$ cat src/inc/usart_pkg.sv
// Purpose: shared constants and types for the serial transceiver core
// Assumes: one system clock, frame format shared by both directions
// Notes:   frame positions count from 0 at the start bit
package usart_pkg;
	// ==========================================================
	// widths and line levels
	localparam int       DIV_W     = 12;
	localparam int       POS_W     = 4;
	localparam logic     TXD_IDLE  = 1'b1;
	localparam logic     START_BIT = 1'b0;
	localparam logic     STOP_BIT  = 1'b1;
	// ==========================================================
	// sample counts per bit, stored as count minus one, then the mid-bit sample index for each speed
	localparam logic [3:0] DIV_NORM = 4'hf;
	localparam logic [3:0] DIV_DS   = 4'h7;
	localparam logic [3:0] MID_NORM = 4'h7;
	localparam logic [3:0] MID_DS   = 4'h3;
	// ==========================================================
	// frame format encodings
	localparam logic [2:0] CS_9BIT  = 3'h7;
	localparam logic [3:0] CS_BASE  = 4'h5;
	localparam logic [3:0] DATA_MAX = 4'h9;
	localparam logic [3:0] DATA_DEF = 4'h8;
	localparam int         PM_EN    = 1;
	localparam int         PM_ODD   = 0;
	localparam logic [8:0] MASK_ALL = 9'h1ff;

	typedef struct packed {
		logic [2:0] char_size;
		logic [1:0] parity_mode;
		logic       stop_bit_select;
	} frame_fmt_s;

	typedef enum logic {TX_IDLE, TX_BUSY} tx_state_e;
	typedef enum logic {RX_IDLE, RX_BUSY} rx_state_e;
endpackage

$ cat src/usart_core.sv
// Purpose: clock generation and frame formatting of a serial transceiver
// Assumes: config inputs held steady while frames are in flight
// Notes:   rxd and the external clock pass a three-stage filter
`timescale 1ns/10ps
module usart_core #(
	parameter int DIV_W = usart_pkg::DIV_W
) (
	// clock, reset, enable
	input  wire logic               clk_in,
	input  wire logic               srst_in,
	input  wire logic               en_in,
	// configuration
	input  wire logic               sync_mode_select_in,
	input  wire logic               double_speed_in,
	input  wire logic               ext_clock_pin_direction_in,
	input  wire logic               sync_clock_polarity_in,
	input  wire logic [DIV_W-1:0]   baud_divisor_in,
	input  wire logic               baud_divisor_low_wr_in,
	input  wire usart_pkg::frame_fmt_s fmt_in,
	// transmit stream
	input  wire logic [7:0]         tx_data_in,
	input  wire logic               tx_ninth_bit_in,
	input  wire logic               tx_valid_in,
	output logic                    tx_ready_out,
	// receive stream
	output logic [8:0]              rx_data_out,
	output logic                    rx_valid_out,
	output logic                    frame_error_out,
	output logic                    parity_error_out,
	// serial pins
	input  wire logic               rxd_in,
	output logic                    txd_out,
	input  wire logic               sync_clock_pin_in,
	output logic                    sync_clock_pin_out,
	output logic                    sync_clock_pin_oe_out
);
	if (DIV_W < 1 || DIV_W > 16) begin
		$error("DIV_W out of range");
	end

	// ==========================================================
	// pin filters, baud generator, sync clock
	logic [DIV_W-1:0] cnt_ff, nxt_cnt;
	logic [2:0]       rxd_s_ff, xck_s_ff;
	logic             rxd_f_ff, nxt_rxd_f, xck_f_ff, nxt_xck_f;
	logic             mck_ff, nxt_mck, raw_prev_ff, pin_ff, nxt_pin, oe_ff;
	logic             tick, master, raw, chg_edge, smp_edge;
	logic [3:0]       sdiv, smid;

	assign master = sync_mode_select_in & ext_clock_pin_direction_in;
	assign tick   = (cnt_ff == '0);
	assign sdiv   = double_speed_in ? usart_pkg::DIV_DS : usart_pkg::DIV_NORM;
	assign smid   = double_speed_in ? usart_pkg::MID_DS : usart_pkg::MID_NORM;
	// both modes share one internal phase: rising is the change edge
	assign raw      = master ? mck_ff : (xck_f_ff ^ sync_clock_polarity_in);
	assign chg_edge = sync_mode_select_in & raw & ~raw_prev_ff;
	assign smp_edge = sync_mode_select_in & ~raw & raw_prev_ff;
	usart_pkg::tx_state_e tx_state_ff, nxt_tx_state;

	always_comb begin
		nxt_cnt = cnt_ff - 1'b1;
		if (baud_divisor_low_wr_in || tick) begin
			nxt_cnt = baud_divisor_in;
		end
		// only a value seen twice in a row is believed
		nxt_rxd_f = (rxd_s_ff[1] == rxd_s_ff[2]) ? rxd_s_ff[2] : rxd_f_ff;
		nxt_xck_f = (xck_s_ff[1] == xck_s_ff[2]) ? xck_s_ff[2] : xck_f_ff;
		nxt_mck = mck_ff;
		// master clock halts low between frames so the pin rests at polarity
		if (!master) begin
			nxt_mck = 1'b0;
		end else if (tick && (mck_ff || tx_valid_in || tx_state_ff == usart_pkg::TX_BUSY)) begin
			nxt_mck = ~mck_ff;
		end
		nxt_pin = nxt_mck ^ sync_clock_polarity_in;
	end
	always_ff @(posedge clk_in) begin
		if (srst_in) begin
			cnt_ff      <= '0;
			rxd_s_ff    <= '1;
			xck_s_ff    <= '0;
			rxd_f_ff    <= usart_pkg::TXD_IDLE;
			xck_f_ff    <= 1'b0;
			mck_ff      <= 1'b0;
			raw_prev_ff <= 1'b0;
			pin_ff      <= 1'b0;
			oe_ff       <= 1'b0;
		end else if (en_in) begin
			cnt_ff      <= nxt_cnt;
			rxd_s_ff    <= {rxd_s_ff[1:0], rxd_in};
			xck_s_ff    <= {xck_s_ff[1:0], sync_clock_pin_in};
			rxd_f_ff    <= nxt_rxd_f;
			xck_f_ff    <= nxt_xck_f;
			mck_ff      <= nxt_mck;
			raw_prev_ff <= raw;
			pin_ff      <= nxt_pin;
			oe_ff       <= master;
		end
	end

	// ==========================================================
	// frame format decode, shared by both directions
	logic [3:0] nbits, last_pos;
	logic       par_en, par_odd;
	logic [8:0] dmask;

	always_comb begin
		if (fmt_in.char_size == usart_pkg::CS_9BIT) begin
			nbits = usart_pkg::DATA_MAX;
		end else if (fmt_in.char_size[2]) begin
			nbits = usart_pkg::DATA_DEF;
		end else begin
			nbits = usart_pkg::CS_BASE + {1'b0, fmt_in.char_size};
		end
		par_en   = fmt_in.parity_mode[usart_pkg::PM_EN];
		par_odd  = fmt_in.parity_mode[usart_pkg::PM_ODD];
		// positions: 0 start, 1..n data, parity, then one or two stops
		last_pos = nbits + {3'h0, par_en} + 4'h1 + {3'h0, fmt_in.stop_bit_select};
		dmask    = usart_pkg::MASK_ALL >> (usart_pkg::DATA_MAX - nbits);
	end

	// ==========================================================
	// transmitter
	logic [8:0] tx_sh_ff, nxt_tx_sh;
	logic [3:0] tx_pos_ff, nxt_tx_pos, tx_pre_ff, nxt_tx_pre;
	logic       tx_par_ff, nxt_tx_par, txd_ff, nxt_txd, rdy_ff, nxt_rdy;
	logic       tx_step, accept;

	// sync modes step on the change edge, async every sdiv+1 ticks
	assign tx_step = sync_mode_select_in ? chg_edge : (tick && tx_pre_ff == sdiv);
	assign accept  = tx_step && rdy_ff && tx_valid_in;

	always_comb begin
		nxt_tx_state = tx_state_ff;
		nxt_tx_sh    = tx_sh_ff;
		nxt_tx_pos   = tx_pos_ff;
		nxt_tx_par   = tx_par_ff;
		nxt_tx_pre   = tx_pre_ff;
		if (tick) begin
			nxt_tx_pre = (tx_pre_ff == sdiv) ? 4'h0 : tx_pre_ff + 4'h1;
		end
		if (accept) begin
			// a waiting word starts right after the last stop bit
			nxt_tx_state = usart_pkg::TX_BUSY;
			nxt_tx_sh    = {tx_ninth_bit_in, tx_data_in};
			nxt_tx_pos   = '0;
			nxt_tx_par   = ^({tx_ninth_bit_in, tx_data_in} & dmask) ^ par_odd;
		end else if (tx_step && tx_state_ff == usart_pkg::TX_BUSY) begin
			if (tx_pos_ff == last_pos) begin
				nxt_tx_state = usart_pkg::TX_IDLE;
			end else begin
				nxt_tx_pos = tx_pos_ff + 4'h1;
			end
		end
		nxt_rdy = (nxt_tx_state == usart_pkg::TX_IDLE) || (nxt_tx_pos == last_pos);
		if (nxt_tx_state == usart_pkg::TX_IDLE) begin
			nxt_txd = usart_pkg::TXD_IDLE;
		end else if (nxt_tx_pos == 4'h0) begin
			nxt_txd = usart_pkg::START_BIT;
		end else if (nxt_tx_pos <= nbits) begin
			nxt_txd = nxt_tx_sh[nxt_tx_pos - 4'h1];
		end else if (par_en && nxt_tx_pos == nbits + 4'h1) begin
			nxt_txd = nxt_tx_par;
		end else begin
			nxt_txd = usart_pkg::STOP_BIT;
		end
	end
	always_ff @(posedge clk_in) begin
		if (srst_in) begin
			tx_state_ff <= usart_pkg::TX_IDLE;
			tx_sh_ff    <= '0;
			tx_pos_ff   <= '0;
			tx_par_ff   <= 1'b0;
			tx_pre_ff   <= '0;
			txd_ff      <= usart_pkg::TXD_IDLE;
			rdy_ff      <= 1'b1;
		end else if (en_in) begin
			tx_state_ff <= nxt_tx_state;
			tx_sh_ff    <= nxt_tx_sh;
			tx_pos_ff   <= nxt_tx_pos;
			tx_par_ff   <= nxt_tx_par;
			tx_pre_ff   <= nxt_tx_pre;
			txd_ff      <= nxt_txd;
			rdy_ff      <= nxt_rdy;
		end
	end

	// ==========================================================
	// receiver
	usart_pkg::rx_state_e rx_state_ff, nxt_rx_state;
	logic [8:0] rx_sh_ff, nxt_rx_sh, rx_dat_ff, nxt_rx_dat;
	logic [3:0] rx_pos_ff, nxt_rx_pos, rx_smp_ff, nxt_rx_smp;
	logic       rx_par_ff, nxt_rx_par, rxv_ff, nxt_rxv;
	logic       fe_ff, nxt_fe, pe_ff, nxt_pe, rx_samp;

	// async samples once mid-bit from the tick stream; sync on sample edge
	assign rx_samp = sync_mode_select_in ? smp_edge : (tick && rx_smp_ff == smid);

	always_comb begin
		nxt_rx_state = rx_state_ff;
		nxt_rx_sh    = rx_sh_ff;
		nxt_rx_pos   = rx_pos_ff;
		nxt_rx_smp   = rx_smp_ff;
		nxt_rx_par   = rx_par_ff;
		nxt_rx_dat   = rx_dat_ff;
		nxt_fe       = fe_ff;
		nxt_pe       = pe_ff;
		nxt_rxv      = 1'b0;
		if (tick) begin
			nxt_rx_smp = (rx_smp_ff >= sdiv) ? 4'h0 : rx_smp_ff + 4'h1;
		end
		if (rx_state_ff == usart_pkg::RX_IDLE) begin
			nxt_rx_par = par_odd;
			if (!sync_mode_select_in && rxd_f_ff == usart_pkg::START_BIT) begin
				nxt_rx_state = usart_pkg::RX_BUSY;
				nxt_rx_pos   = 4'h0;
				nxt_rx_smp   = 4'h0;
			end else if (smp_edge && rxd_f_ff == usart_pkg::START_BIT) begin
				nxt_rx_state = usart_pkg::RX_BUSY;
				nxt_rx_pos   = 4'h1;
			end
		end else if (rx_samp) begin
			nxt_rx_pos = rx_pos_ff + 4'h1;
			if (rx_pos_ff == 4'h0) begin
				// a start bit gone high by mid-bit was only a glitch
				if (rxd_f_ff != usart_pkg::START_BIT) begin
					nxt_rx_state = usart_pkg::RX_IDLE;
				end
			end else if (rx_pos_ff <= nbits) begin
				nxt_rx_sh  = {rxd_f_ff, rx_sh_ff[8:1]};
				nxt_rx_par = rx_par_ff ^ rxd_f_ff;
			end else if (par_en && rx_pos_ff == nbits + 4'h1) begin
				nxt_rx_par = rx_par_ff ^ rxd_f_ff;
			end else begin
				// first stop ends the frame; a second stop is never looked at
				nxt_rx_state = usart_pkg::RX_IDLE;
				nxt_fe       = (rxd_f_ff != usart_pkg::STOP_BIT);
				nxt_pe       = par_en & rx_par_ff;
				nxt_rx_dat   = rx_sh_ff >> (usart_pkg::DATA_MAX - nbits);
				nxt_rxv      = 1'b1;
			end
		end
	end
	always_ff @(posedge clk_in) begin
		if (srst_in) begin
			rx_state_ff <= usart_pkg::RX_IDLE;
			rx_sh_ff    <= '0;
			rx_pos_ff   <= '0;
			rx_smp_ff   <= '0;
			rx_par_ff   <= 1'b0;
			rx_dat_ff   <= '0;
			fe_ff       <= 1'b0;
			pe_ff       <= 1'b0;
			rxv_ff      <= 1'b0;
		end else if (en_in) begin
			rx_state_ff <= nxt_rx_state;
			rx_sh_ff    <= nxt_rx_sh;
			rx_pos_ff   <= nxt_rx_pos;
			rx_smp_ff   <= nxt_rx_smp;
			rx_par_ff   <= nxt_rx_par;
			rx_dat_ff   <= nxt_rx_dat;
			fe_ff       <= nxt_fe;
			pe_ff       <= nxt_pe;
			rxv_ff      <= nxt_rxv;
		end
	end

	assign tx_ready_out          = rdy_ff;
	assign txd_out               = txd_ff;
	assign rx_data_out           = rx_dat_ff;
	assign rx_valid_out          = rxv_ff;
	assign frame_error_out       = fe_ff;
	assign parity_error_out      = pe_ff;
	assign sync_clock_pin_out    = pin_ff;
	assign sync_clock_pin_oe_out = oe_ff;
endmodule

$ cat config.mk
export PLATFORM = sky130hd
export DESIGN_NAME = usart_core
export DESIGN_NICKNAME = d
export VERILOG_FILES = /design/src/inc/usart_pkg.sv /design/src/usart_core.sv
export SDC_FILE = /design/constraint.sdc
export NUM_CORES = 1
export LEC_CHECK = 0
export BUFFER_PORTS_ARGS = -buffer_cell sky130_fd_sc_hd__clkbuf_2
export CORE_ASPECT_RATIO = 1.75
export CORE_MARGIN = 2
export CORE_UTILIZATION = 45
export DETAILED_ROUTE_END_ITERATION = 7
export HOLD_SLACK_MARGIN = 0.08
export PLACE_DENSITY = 0.63
export SKIP_CTS_REPAIR_TIMING = 1
export SKIP_LAST_GASP = 1
export SYNTH_ARGS = -nofsm -noshare
export SYNTH_HDL_FRONTEND = slang
export SYNTH_SLANG_ARGS = --single-unit
$ cat constraint.sdc
create_clock -name clk_in -period 7.51 [get_ports clk_in]
set_clock_uncertainty 0.05 [all_clocks]
set_input_delay 0 -clock clk_in [delete_from_list [all_inputs] [get_ports clk_in]]
set_output_delay 0 -clock clk_in [all_outputs]
set_load 0.02 [all_outputs]
==> flow_summary.toml, run 1 <==
[sta]
rsz0062_at_grt = "false"
tightest_slew_ns = 1.06
final.setup.tns_ns = 0
period_share_pct = 70.4
maxSlewViolCount = 0
hold_viol = 0
post-route-min-period_ns = 5.29
max-slew-margin-rel_pct = 27.2
finalSetupViolCount = 0
fmax_mhz = 189

[flow_run]
drv_cap = 0

[placement]
dp_hpwl_um = 10300
place_congestion = 0.994
io_buffer_count = 53

[clock_network]
cts_buffer_depth = 2
cts_tree = "built"
root_buffer = "clkbuf_16"
cts_made_buffers = 9
cts_sinks = 76
clk_latency_ns = 0.34
clkSlewWorstSetupHoldPaths_ns = 0.07
htreeDepth = 3

[synth]
netlist_instances = 650
synth-seq-area-share_pct = 29.8
yosysWarningCount = 0
synth_nets = 714
ys.flop_type = "dfxtp_1"
async_reset_ff_share_pct = 0
synth_edf_count = 0
synth_top_cell_by_area = "dfxtp_1"
ys_ff_latch = 76
synth_top_area_share_pct = 29.8
netlist_area_sq_um = 5100
ys_types = 71
synth_top_cells_by_area = "dfxtp_1 30%, nor2_1 6.7%, ha_1 6.1%"
avgSynthCellArea_sq_um = 7.85

[die]
die_h_um = 145
row_count = 51
pin_count = 54
start_util_pct = 46.0
core_area_sq_um = 11100
die-area_sq_um = 12200
die_x_um = 84.5

[critical_path]
end_kind = "flip-flop"
worstRegToRegCells = 16
path_class = "in -> reg"
arrival_ns = 5.51
critical_path.max_fanout = 13
max_stage_delay_ns = 0.84
worstPathRequired_ns = 7.73
cp_cell_sequence = "clkbuf_2 -> ha_1 -> nor2_1 -> a21oi_1 -> xnor2_1 -> ha_1 -> inv_1 -> fa_1 -> xnor3_1 -> nor3_1 -> a21o_1 -> nor2_1 -> a21oi_2 -> ha_1 -> a21oi_1 -> o31ai_1 -> a2111oi_0 -> o2111ai_1 -> a21o_1 -> a32oi_1"
cp_slowest_cell = "a21oi_1"
cpMostUsedCell = "ha_1"
cp-start-kind = "input port"

[global_route]
grt_pass1_wl_um = 22400
grt_overflow = 0
groute.usage.overall_pct = 22.6
antenna_found_initial = 0
grt_pass1_vias = 4637
grt_max_degree = 70

[routing]
ant_nets = 0
via_per_inst = 5.75
wl_um = 14000
wire_per_inst_um = 16.5
drc = 0
vias = 4862
drt-initial-drc-count = 306
dr.pass1.iters = 4

[hold_path]
holdPathStages = 5
hp-class = "in -> reg"

[final_layout]
final_cell_mix = "91 x nor2_1, 76 x dfxtp_1, 64 x nand2_1"
antenna_cells = 0
layout_commonest_cell = "nor2_1"
layout.nets = 773
drive_gt1_share_pct = 13.6
syn_to_final_growth_pct = 17.3

[pwr]
powerDensity_nw_per_um2 = 188
ir_drop_mv = 0.131
power_mw = 1.13
p_leak_nw = 2.44

[status]
status = "completed"
## Yosys cell counts, drive strengths merged (4+ instances only)
master / instances
nand2b: 7
a211oi: 16
a22oi: 4
o21ai: 37
nor3: 18
mux4: 4
nor2b: 8
nand3: 13
xor2: 14
and2: 6
nand4: 7
nor4: 4
mux2i: 30
dfxtp: 76
or3: 9
xnor2: 19
a21o: 7
ha: 25
inv: 26
nand2: 64
a21oi: 59
or2: 4
a2bb2oi: 4
buf: 5
clkbuf: 29
nor2: 92
## stage by stage
stage	setup slack [ns]	instance area, sq um	hold slack [ns]	util, %	cells
after global routing	1.65	5990	0.111	53.9	846
after detailed placement	1.97	5420	0.177	48.8	804
after CTS	2.32	5730	-0.186	51.6	820
after floorplan	2.98	5100	0.0784	-	650
final	2.22	5990	0.0789	53.9	846
after global placement	2.06	5420	0.171	48.8	804
## cells by family after synthesis
family / synth area share [%]
buffers and inverters: 4.83
flip-flops: 29.8
multiplexers: 8.09
AO/OA/AOI/OAI: 21.7
AND/OR/NAND/NOR: 23.0
XOR/XNOR: 6.10
adder cells (fa/ha/maj): 6.52
## per-layer routing
layer | global-route usage (%) | share of wire (%) | vias to the layer above
met5 | 0 | 0 | -
met4 | 11.2 | 4.0 | 0
met2 | 41.9 | 53 | 106
met1 | 24.2 | 39 | 2276
met3 | 3.64 | 3.4 | 40
li1 | - | - | 2440
## final timing paths
| kind | endpoint | slack (ns) | startpoint |
|---|---|---|---|
| hold reg to reg | rxd_s_ff[2] | 0.42 | rxd_s_ff[2] |
| setup reg to reg | txd_out | 2.82 | cnt_ff[0] |
| setup / recovery | txd_out | 2.22 | fmt_in[3] |
| hold / removal | parity_error_out | 0.08 | fmt_in[2] |
## registers in the layout (all words and copies together) (netlist names), 3 cells and up
register	cells
cnt_ff	12
rx_data_out	9
rx_sh_ff	9
tx_sh_ff	9
rx_pos_ff	4
rx_smp_ff	4
tx_pos_ff	4
tx_pre_ff	4
rxd_s_ff	3
xck_s_ff	3
## worst max-delay path, delay by kind of cell
kind / cells / cell delay, ns
AOI/OAI and AO/OA: 9 / 2.97
xor gates and xnor gates: 2 / 0.60
adders and majority gates: 4 / 1.16
buffers and inverters: 2 / 0.24
and+or+nand+nor: 3 / 0.53
## layout make-up
cell class | instances | area, sq um
clock buffers | 9 | 225
clock inverters | 7 | 81.3
fillers | 1087 | 5120
inverters | 29 | 109
multi-input cells | 511 | 3340
flip-flops and latches | 76 | 1520
well taps | 132 | 165
repair buffers | 82 | 548
## where the power goes
part | internal (mW) | total [mW] | leakage, nW | switching [mW]
clock | 0.262 | 0.451 | 0.147 | 0.189
sequential | 0.417 | 0.431 | 0.618 | 0.0139
combinational | 0.102 | 0.246 | 1.68 | 0.144
No activity file was read; power rests on OpenSTA's default activity.
==> run 2: changes to the inputs <==
--- a/config.mk
+++ b/config.mk
@@ -5,13 +5,14 @@
 export SDC_FILE = /design/constraint.sdc
 export NUM_CORES = 1
 export LEC_CHECK = 0
+export ABC_AREA = 1
 export BUFFER_PORTS_ARGS = -buffer_cell sky130_fd_sc_hd__clkbuf_2
 export CORE_ASPECT_RATIO = 1.75
 export CORE_MARGIN = 2
 export CORE_UTILIZATION = 45
 export DETAILED_ROUTE_END_ITERATION = 7
 export HOLD_SLACK_MARGIN = 0.08
-export PLACE_DENSITY = 0.63
+export PLACE_DENSITY = 0.65
 export SKIP_CTS_REPAIR_TIMING = 1
 export SKIP_LAST_GASP = 1
 export SYNTH_ARGS = -nofsm -noshare
==> constraint.sdc (replaced) <==
create_clock -name clk_in -period 4.3 [get_ports clk_in]
set_clock_uncertainty 0.05 [all_clocks]
set_input_delay 0 -clock clk_in [delete_from_list [all_inputs] [get_ports clk_in]]
set_output_delay 0 -clock clk_in [all_outputs]
set_load 0.02 [all_outputs]
==> run 2 against run 1 <==
Combinational power increased by 88%. Wire length grew 2.1%. Sequential share of layout area up 0.10 points. Sequential cell count unchanged. Count of clock-buffer cells in the layout rose by 1. Largest cell class unchanged.
==> flow_summary.toml, run 2 <==
[pwr]
p_leak_nw = 2.84
seqPwrFrac_pct = 36.7
switchingPower_uw = 646
ir_drop_mv = 0.224
p_comb_share_pct = 22.2
powerDensity_nw_per_um2 = 349
p_int_mw = 1.44
power.share.clock_pct = 41.1
swShare_pct = 31.0

[final_layout]
layout_commonest_cell = "nand2_1"
antenna_cells = 0
regMostFlops = "cnt_ff"
finalNonFillerCells = 970
drive_gt1_share_pct = 13.6
final_area_sq_um = 5960
largest_reg_flops = 12
syn_to_final_growth_pct = 18.1
layout.nets = 897
final_cell_mix = "158 x nand2_1, 99 x inv_1, 78 x o21ai_0"

[die]
die-area_sq_um = 12100
start_util_pct = 45.7
core_area_sq_um = 11000
row_count = 51
die_x_um = 84.1
die_h_um = 144
pin_count = 54

[synth]
yosysWarningCount = 0
ys_types = 47
netlist_area_sq_um = 5050
yosys.cell_count.top_type = "nand2_1"
ys_ff_latch = 76
synth_top_cell_by_area = "dfxtp_1"
avgSynthCellArea_sq_um = 6.59
async_reset_ff_share_pct = 0
netlist_instances = 766
synth_edf_count = 0
ys.flop_type = "dfxtp_1"
synth_top_area_share_pct = 30.1
synth_nets = 830
synth-seq-area-share_pct = 30.1
synth_top_cells_by_area = "dfxtp_1 30%, nand2_1 12%, o21ai_0 7.7%"
ys_top_cells_by_count = "158 x nand2_1, 99 x inv_1, 78 x o21ai_0"

[sta]
maxSlewViolCount = 0
rsz0062_at_grt = "false"
tightest_slew_ns = 0.733
fmax_mhz = 270
finalSetupViolCount = 0
max-slew-margin-rel_pct = 51.1
post-route-min-period_ns = 3.70
final.setup.tns_ns = 0
hold_viol = 0
period_share_pct = 86.1

[routing]
ant_nets = 0
via_per_inst = 5.37
wire_per_inst_um = 14.7
dr.pass1.iters = 4
vias = 5210
drt-initial-drc-count = 287
drc = 0
wl_um = 14300

[critical_path]
r2r_slack_ns = 1.00
end_kind = "flip-flop"
cp-start-kind = "input port"
critical_path.max_fanout = 7
critical_path_buf_inv_count = 5
cp_top_family = "simple AND/OR/NAND/NOR gates"
worstRegToRegCells = 22
max_stage_delay_ns = 0.49
path_class = "in -> reg"
cp-startpoint = "fmt_in[3]"
r2r-start = "tx_pre_ff[0]"
cpMostUsedCell = "nand2_1"
arrival_ns = 3.92
rr_endpoint = "txd_out"
worstPathRequired_ns = 4.52
cp_slowest_cell = "fa_1"

[placement]
io_buffer_count = 53
dp_hpwl_um = 10400
placed_area_sq_um = 5410
post-place-cells = 932
place_congestion = 0.894

[flow_run]
drv_cap = 0

[global_route]
grt_overflow = 0
grt_pass1_wl_um = 22300
grt_pass1_vias = 4803
antenna_found_initial = 0
groute.usage.overall_pct = 22.9
grt_max_degree = 50

[hold_path]
hp-class = "in -> reg"
holdPathStages = 5
holdPathEnd = "tx_sh_ff[0]"
worstHoldStart = "tx_data_in[0]"

[clock_network]
cts_tree = "built"
cts_buffer_depth = 2
cts_made_buffers = 9
htreeDepth = 3
cts_sinks = 76
root_buffer = "clkbuf_16"
clk_latency_ns = 0.34
clkSlewWorstSetupHoldPaths_ns = 0.06

[status]
status = "completed"
-- run 2: cell types whose count changed after synthesis, sizes merged, moves of 12 or more --
cell / before / now
mux2i: 30 / 0
nand3: 13 / 58
nor2: 92 / 76
xnor2: 19 / 6
nand2: 64 / 166
o21ai: 37 / 85
o211ai: 3 / 15
nor3: 18 / 6
a211oi: 16 / 1
inv: 26 / 106
-- run 2: power by group through the flow --
| stage | registers, mW | logic [mW] | clock network (mW) |
|---|---|---|---|
| after CTS | 0.763 | 0.440 | 0.872 |
| after global placement | 0.778 | 0.432 | 0 |
| after global routing | 0.768 | 0.521 | 0.898 |
| after floorplan | 0.774 | 0.323 | 0 |
| final | 0.764 | 0.462 | 0.856 |
| after detailed placement | 0.779 | 0.437 | 0 |
-- run 2: layout make-up --
| cell class | instances | area [sq um] |
|---|---|---|
| Timing Repair Buffer | 83 | 546 |
| Fill cell | 1094 | 5080 |
| Clock buffer | 10 | 239 |
| Multi-Input combinational cell | 556 | 3000 |
| Inverter | 107 | 402 |
| Sequential cell | 76 | 1520 |
| Tap cell | 132 | 165 |
| Clock inverter | 6 | 93.8 |
-- run 2: worst max path at each step --
stage,slack (ns),end,cells after the start
5_1_grt,0.19,txd_out,30
4_1_cts,0.66,txd_out,31
3_3_place_gp,0.43,txd_out,31
3_5_place_dp,0.33,txd_out,31
6_report,0.60,txd_out,31
2_1_floorplan,0.85,txd_out,30
-- run 2: cells by family (layout without fill, tap and decap cells) --
group,count (synthesis),after routing,synth area share (%)
compound gates,182,182,20.4
xor+xnor,16,16,2.78
fa+ha+maj,26,26,6.59
buf+inv,134,206,10.5
flops,76,76,30.1
simple gates,332,332,29.6
-- run 2: per-layer routing --
layer  share of wire (%)  GRT usage (%)  routed length (um)  up-vias
li1                    -              -                   -     2663
met4                 3.0           9.59                 423        0
met3                 2.6           2.63                 373       30
met1                  40           24.4                5770     2415
met5                   0              0                   0        -
met2                  54           44.9                7700      102
-- run 2: through the flow --
step	setup WS [ns]	hold WS, ns	utilization (%)	power, mW
2_1_floorplan	0.846	0.0763	-	1.10
3_3_place_gp	0.434	0.173	49.0	1.21
3_5_place_dp	0.328	0.177	49.0	1.22
4_1_cts	0.656	-0.173	52.0	2.08
5_1_grt	0.187	0.0976	54.0	2.19
6_report	0.597	0.0334	54.0	2.08
-- run 2: worst min-delay path, cell delays in order --
cell and delay [ns]:
clkbuf_2 0.10, o21ai_1 0.09, nand2_1 0.08, o211ai_1 0.07, inv_1 0.05
==> run 3: changes to the inputs <==
--- a/config.mk
+++ b/config.mk
@@ -7,12 +7,15 @@
 export LEC_CHECK = 0
 export ABC_AREA = 1
 export BUFFER_PORTS_ARGS = -buffer_cell sky130_fd_sc_hd__clkbuf_2
+export CELL_PAD_IN_SITES_DETAIL_PLACEMENT = 1
+export CELL_PAD_IN_SITES_GLOBAL_PLACEMENT = 2
 export CORE_ASPECT_RATIO = 1.75
 export CORE_MARGIN = 2
-export CORE_UTILIZATION = 45
+export CORE_UTILIZATION = 30
 export DETAILED_ROUTE_END_ITERATION = 7
+export GPL_ROUTABILITY_DRIVEN = 1
 export HOLD_SLACK_MARGIN = 0.08
-export PLACE_DENSITY = 0.65
+export PLACE_DENSITY = 0.77
 export SKIP_CTS_REPAIR_TIMING = 1
 export SKIP_LAST_GASP = 1
 export SYNTH_ARGS = -nofsm -noshare
==> run 3 against run 2 <==
Die area grew 48%. Sequential share of layout area decreased by 0.32 points. Worst setup slack got worse by 0.046 ns. Final area is 1.3% higher. Register-to-register slack worse by 0.04 ns. Sequential cell count unchanged. Maximum frequency is 1.2% lower. Global-route usage fell by 3.8 points. Critical path depth did not move. Combinational power rose by 2%. Non-clock buffer count decreased by 4.
==> flow_summary.toml, run 3 (same netlist as run 2, synthesis figures left out) <==
[status]
status = "completed"

[sta]
post-route-min-period_ns = 3.75
finalSetupViolCount = 0
tightest_slew_ns = 0.720
final.setup.tns_ns = 0
maxSlewViolCount = 0
hold_viol = 0
period_share_pct = 87.2
max-slew-margin-rel_pct = 52.0
rsz0062_at_grt = "false"
fmax_mhz = 267

[clock_network]
htreeDepth = 3
cts_tree = "built"
clk_latency_ns = 0.35
cts_made_buffers = 9
cts_buffer_depth = 2
clkSlewWorstSetupHoldPaths_ns = 0.06
cts_sinks = 76
root_buffer = "clkbuf_16"

[die]
die_x_um = 102
core_area_sq_um = 16400
start_util_pct = 30.7
die_h_um = 176
row_count = 62
die-area_sq_um = 17900
pin_count = 54

[pwr]
power_mw = 2.09
powerDensity_nw_per_um2 = 346
ir_drop_mv = 0.177
p_leak_nw = 2.82

[final_layout]
syn_to_final_growth_pct = 19.6
multi_input_area_sq_um = 3000
n_fill_cell = 2172
final_cell_mix = "158 x nand2_1, 99 x inv_1, 78 x o21ai_0"
layout.nets = 893
regMostFlops = "cnt_ff"
drive_gt1_share_pct = 13.5
regArea_sq_um = 1520
largest_reg_flops = 12
antenna_cells = 0
layout_commonest_cell = "nand2_1"

[critical_path]
critical_path_buf_inv_count = 5
arrival_ns = 3.98
cp-start-kind = "input port"
cp_top_family = "simple AND/OR/NAND/NOR gates"
max_stage_delay_ns = 0.51
path_class = "in -> reg"
cp-startpoint = "fmt_in[3]"
worstPathRequired_ns = 4.53
r2r_slack_ns = 0.96
r2r-start = "tx_pre_ff[0]"
end_kind = "flip-flop"
cp_slowest_cell = "fa_1"
cpMostUsedCell = "nand2_1"
critical_path.max_fanout = 7

[routing]
ant_nets = 0
drt-initial-drc-count = 127
dr.pass1.iters = 4
vias = 5264
wl_um = 16400
drc = 0
wire_per_inst_um = 15.5
via_per_inst = 4.98

[global_route]
groute.usage.overall_pct = 19.1
antenna_found_initial = 0
grt_max_degree = 42
grt_pass1_vias = 5465
grt_overflow = 0
grt_pass1_wl_um = 26800

[hold_path]
hp-class = "in -> reg"
worstHoldStart = "tx_data_in[6]"

[placement]
io_buffer_count = 53
dp_hpwl_um = 12500
place_congestion = 0.892

[flow_run]
drv_cap = 0
run 3: cell types whose count changed in the layout (fill, tap and decap cells not counted), sizes merged:
cell,before,now
inv,108,107
buf,8,7
dlygate4sd3,22,19
clkinv,2,1
clkinvlp,1,2
clkbuf,63,64
run 3: area by class of cell:
class                      count  area share [%]
clock buffer                  11            4.02
clock inverter                 5            1.39
inverter                     107            6.65
multi-input combinational    556            49.7
sequential                    76            25.2
tap                          224            4.64
timing repair buffer          79            8.41
run 3: worst reg2reg max path, delay by kind of cell, from the launching register on:
family	cells	cell delay (ns)
and+or+nand+nor	15	1.49
AOI/OAI and AO/OA	2	0.63
adders and majority gates	2	0.49
DFF	1	0.37
buffers and inverters	3	0.24
run 3: where the power goes:
part | total (mW) | internal, mW | switching, mW
logic | 0.469 | 0.166 | 0.304
clock network | 0.856 | 0.527 | 0.329
registers | 0.764 | 0.736 | 0.0274
run 3: layer usage:
metal / part of all wire, % / GRT usage, % / up-vias
met2: 57 / 37.1 / 62
met1: 39 / 20.0 / 2523
met4: 2.4 / 7.61 / 0
met5: 0 / 0 / -
li1: - / - / 2657
met3: 1.9 / 2.23 / 22
run 3: per-stage QoR:
stage / util, % / worst slack (ns) / cells / area (sq um) / hold WS [ns]
2_1_floorplan: - / 0.846 / 766 / 5050 / 0.0763
3_3_place_gp: 33.6 / 0.359 / 1023 / 5520 / 0.183
3_5_place_dp: 33.6 / 0.139 / 1023 / 5520 / 0.194
4_1_cts: 35.5 / 0.449 / 1039 / 5840 / -0.167
5_1_grt: 36.7 / 0.120 / 1058 / 6040 / 0.120
6_report: 36.7 / 0.550 / 1058 / 6040 / 0.0476
run 3: path summary, 6_finish.rpt:
kind / endpoint / cells past startpoint
worst min register to register: rxd_s_ff[1] / 2
worst min-delay path: tx_sh_ff[6] / 5
worst max register to register: txd_out / 22
worst max-delay path: txd_out / 31
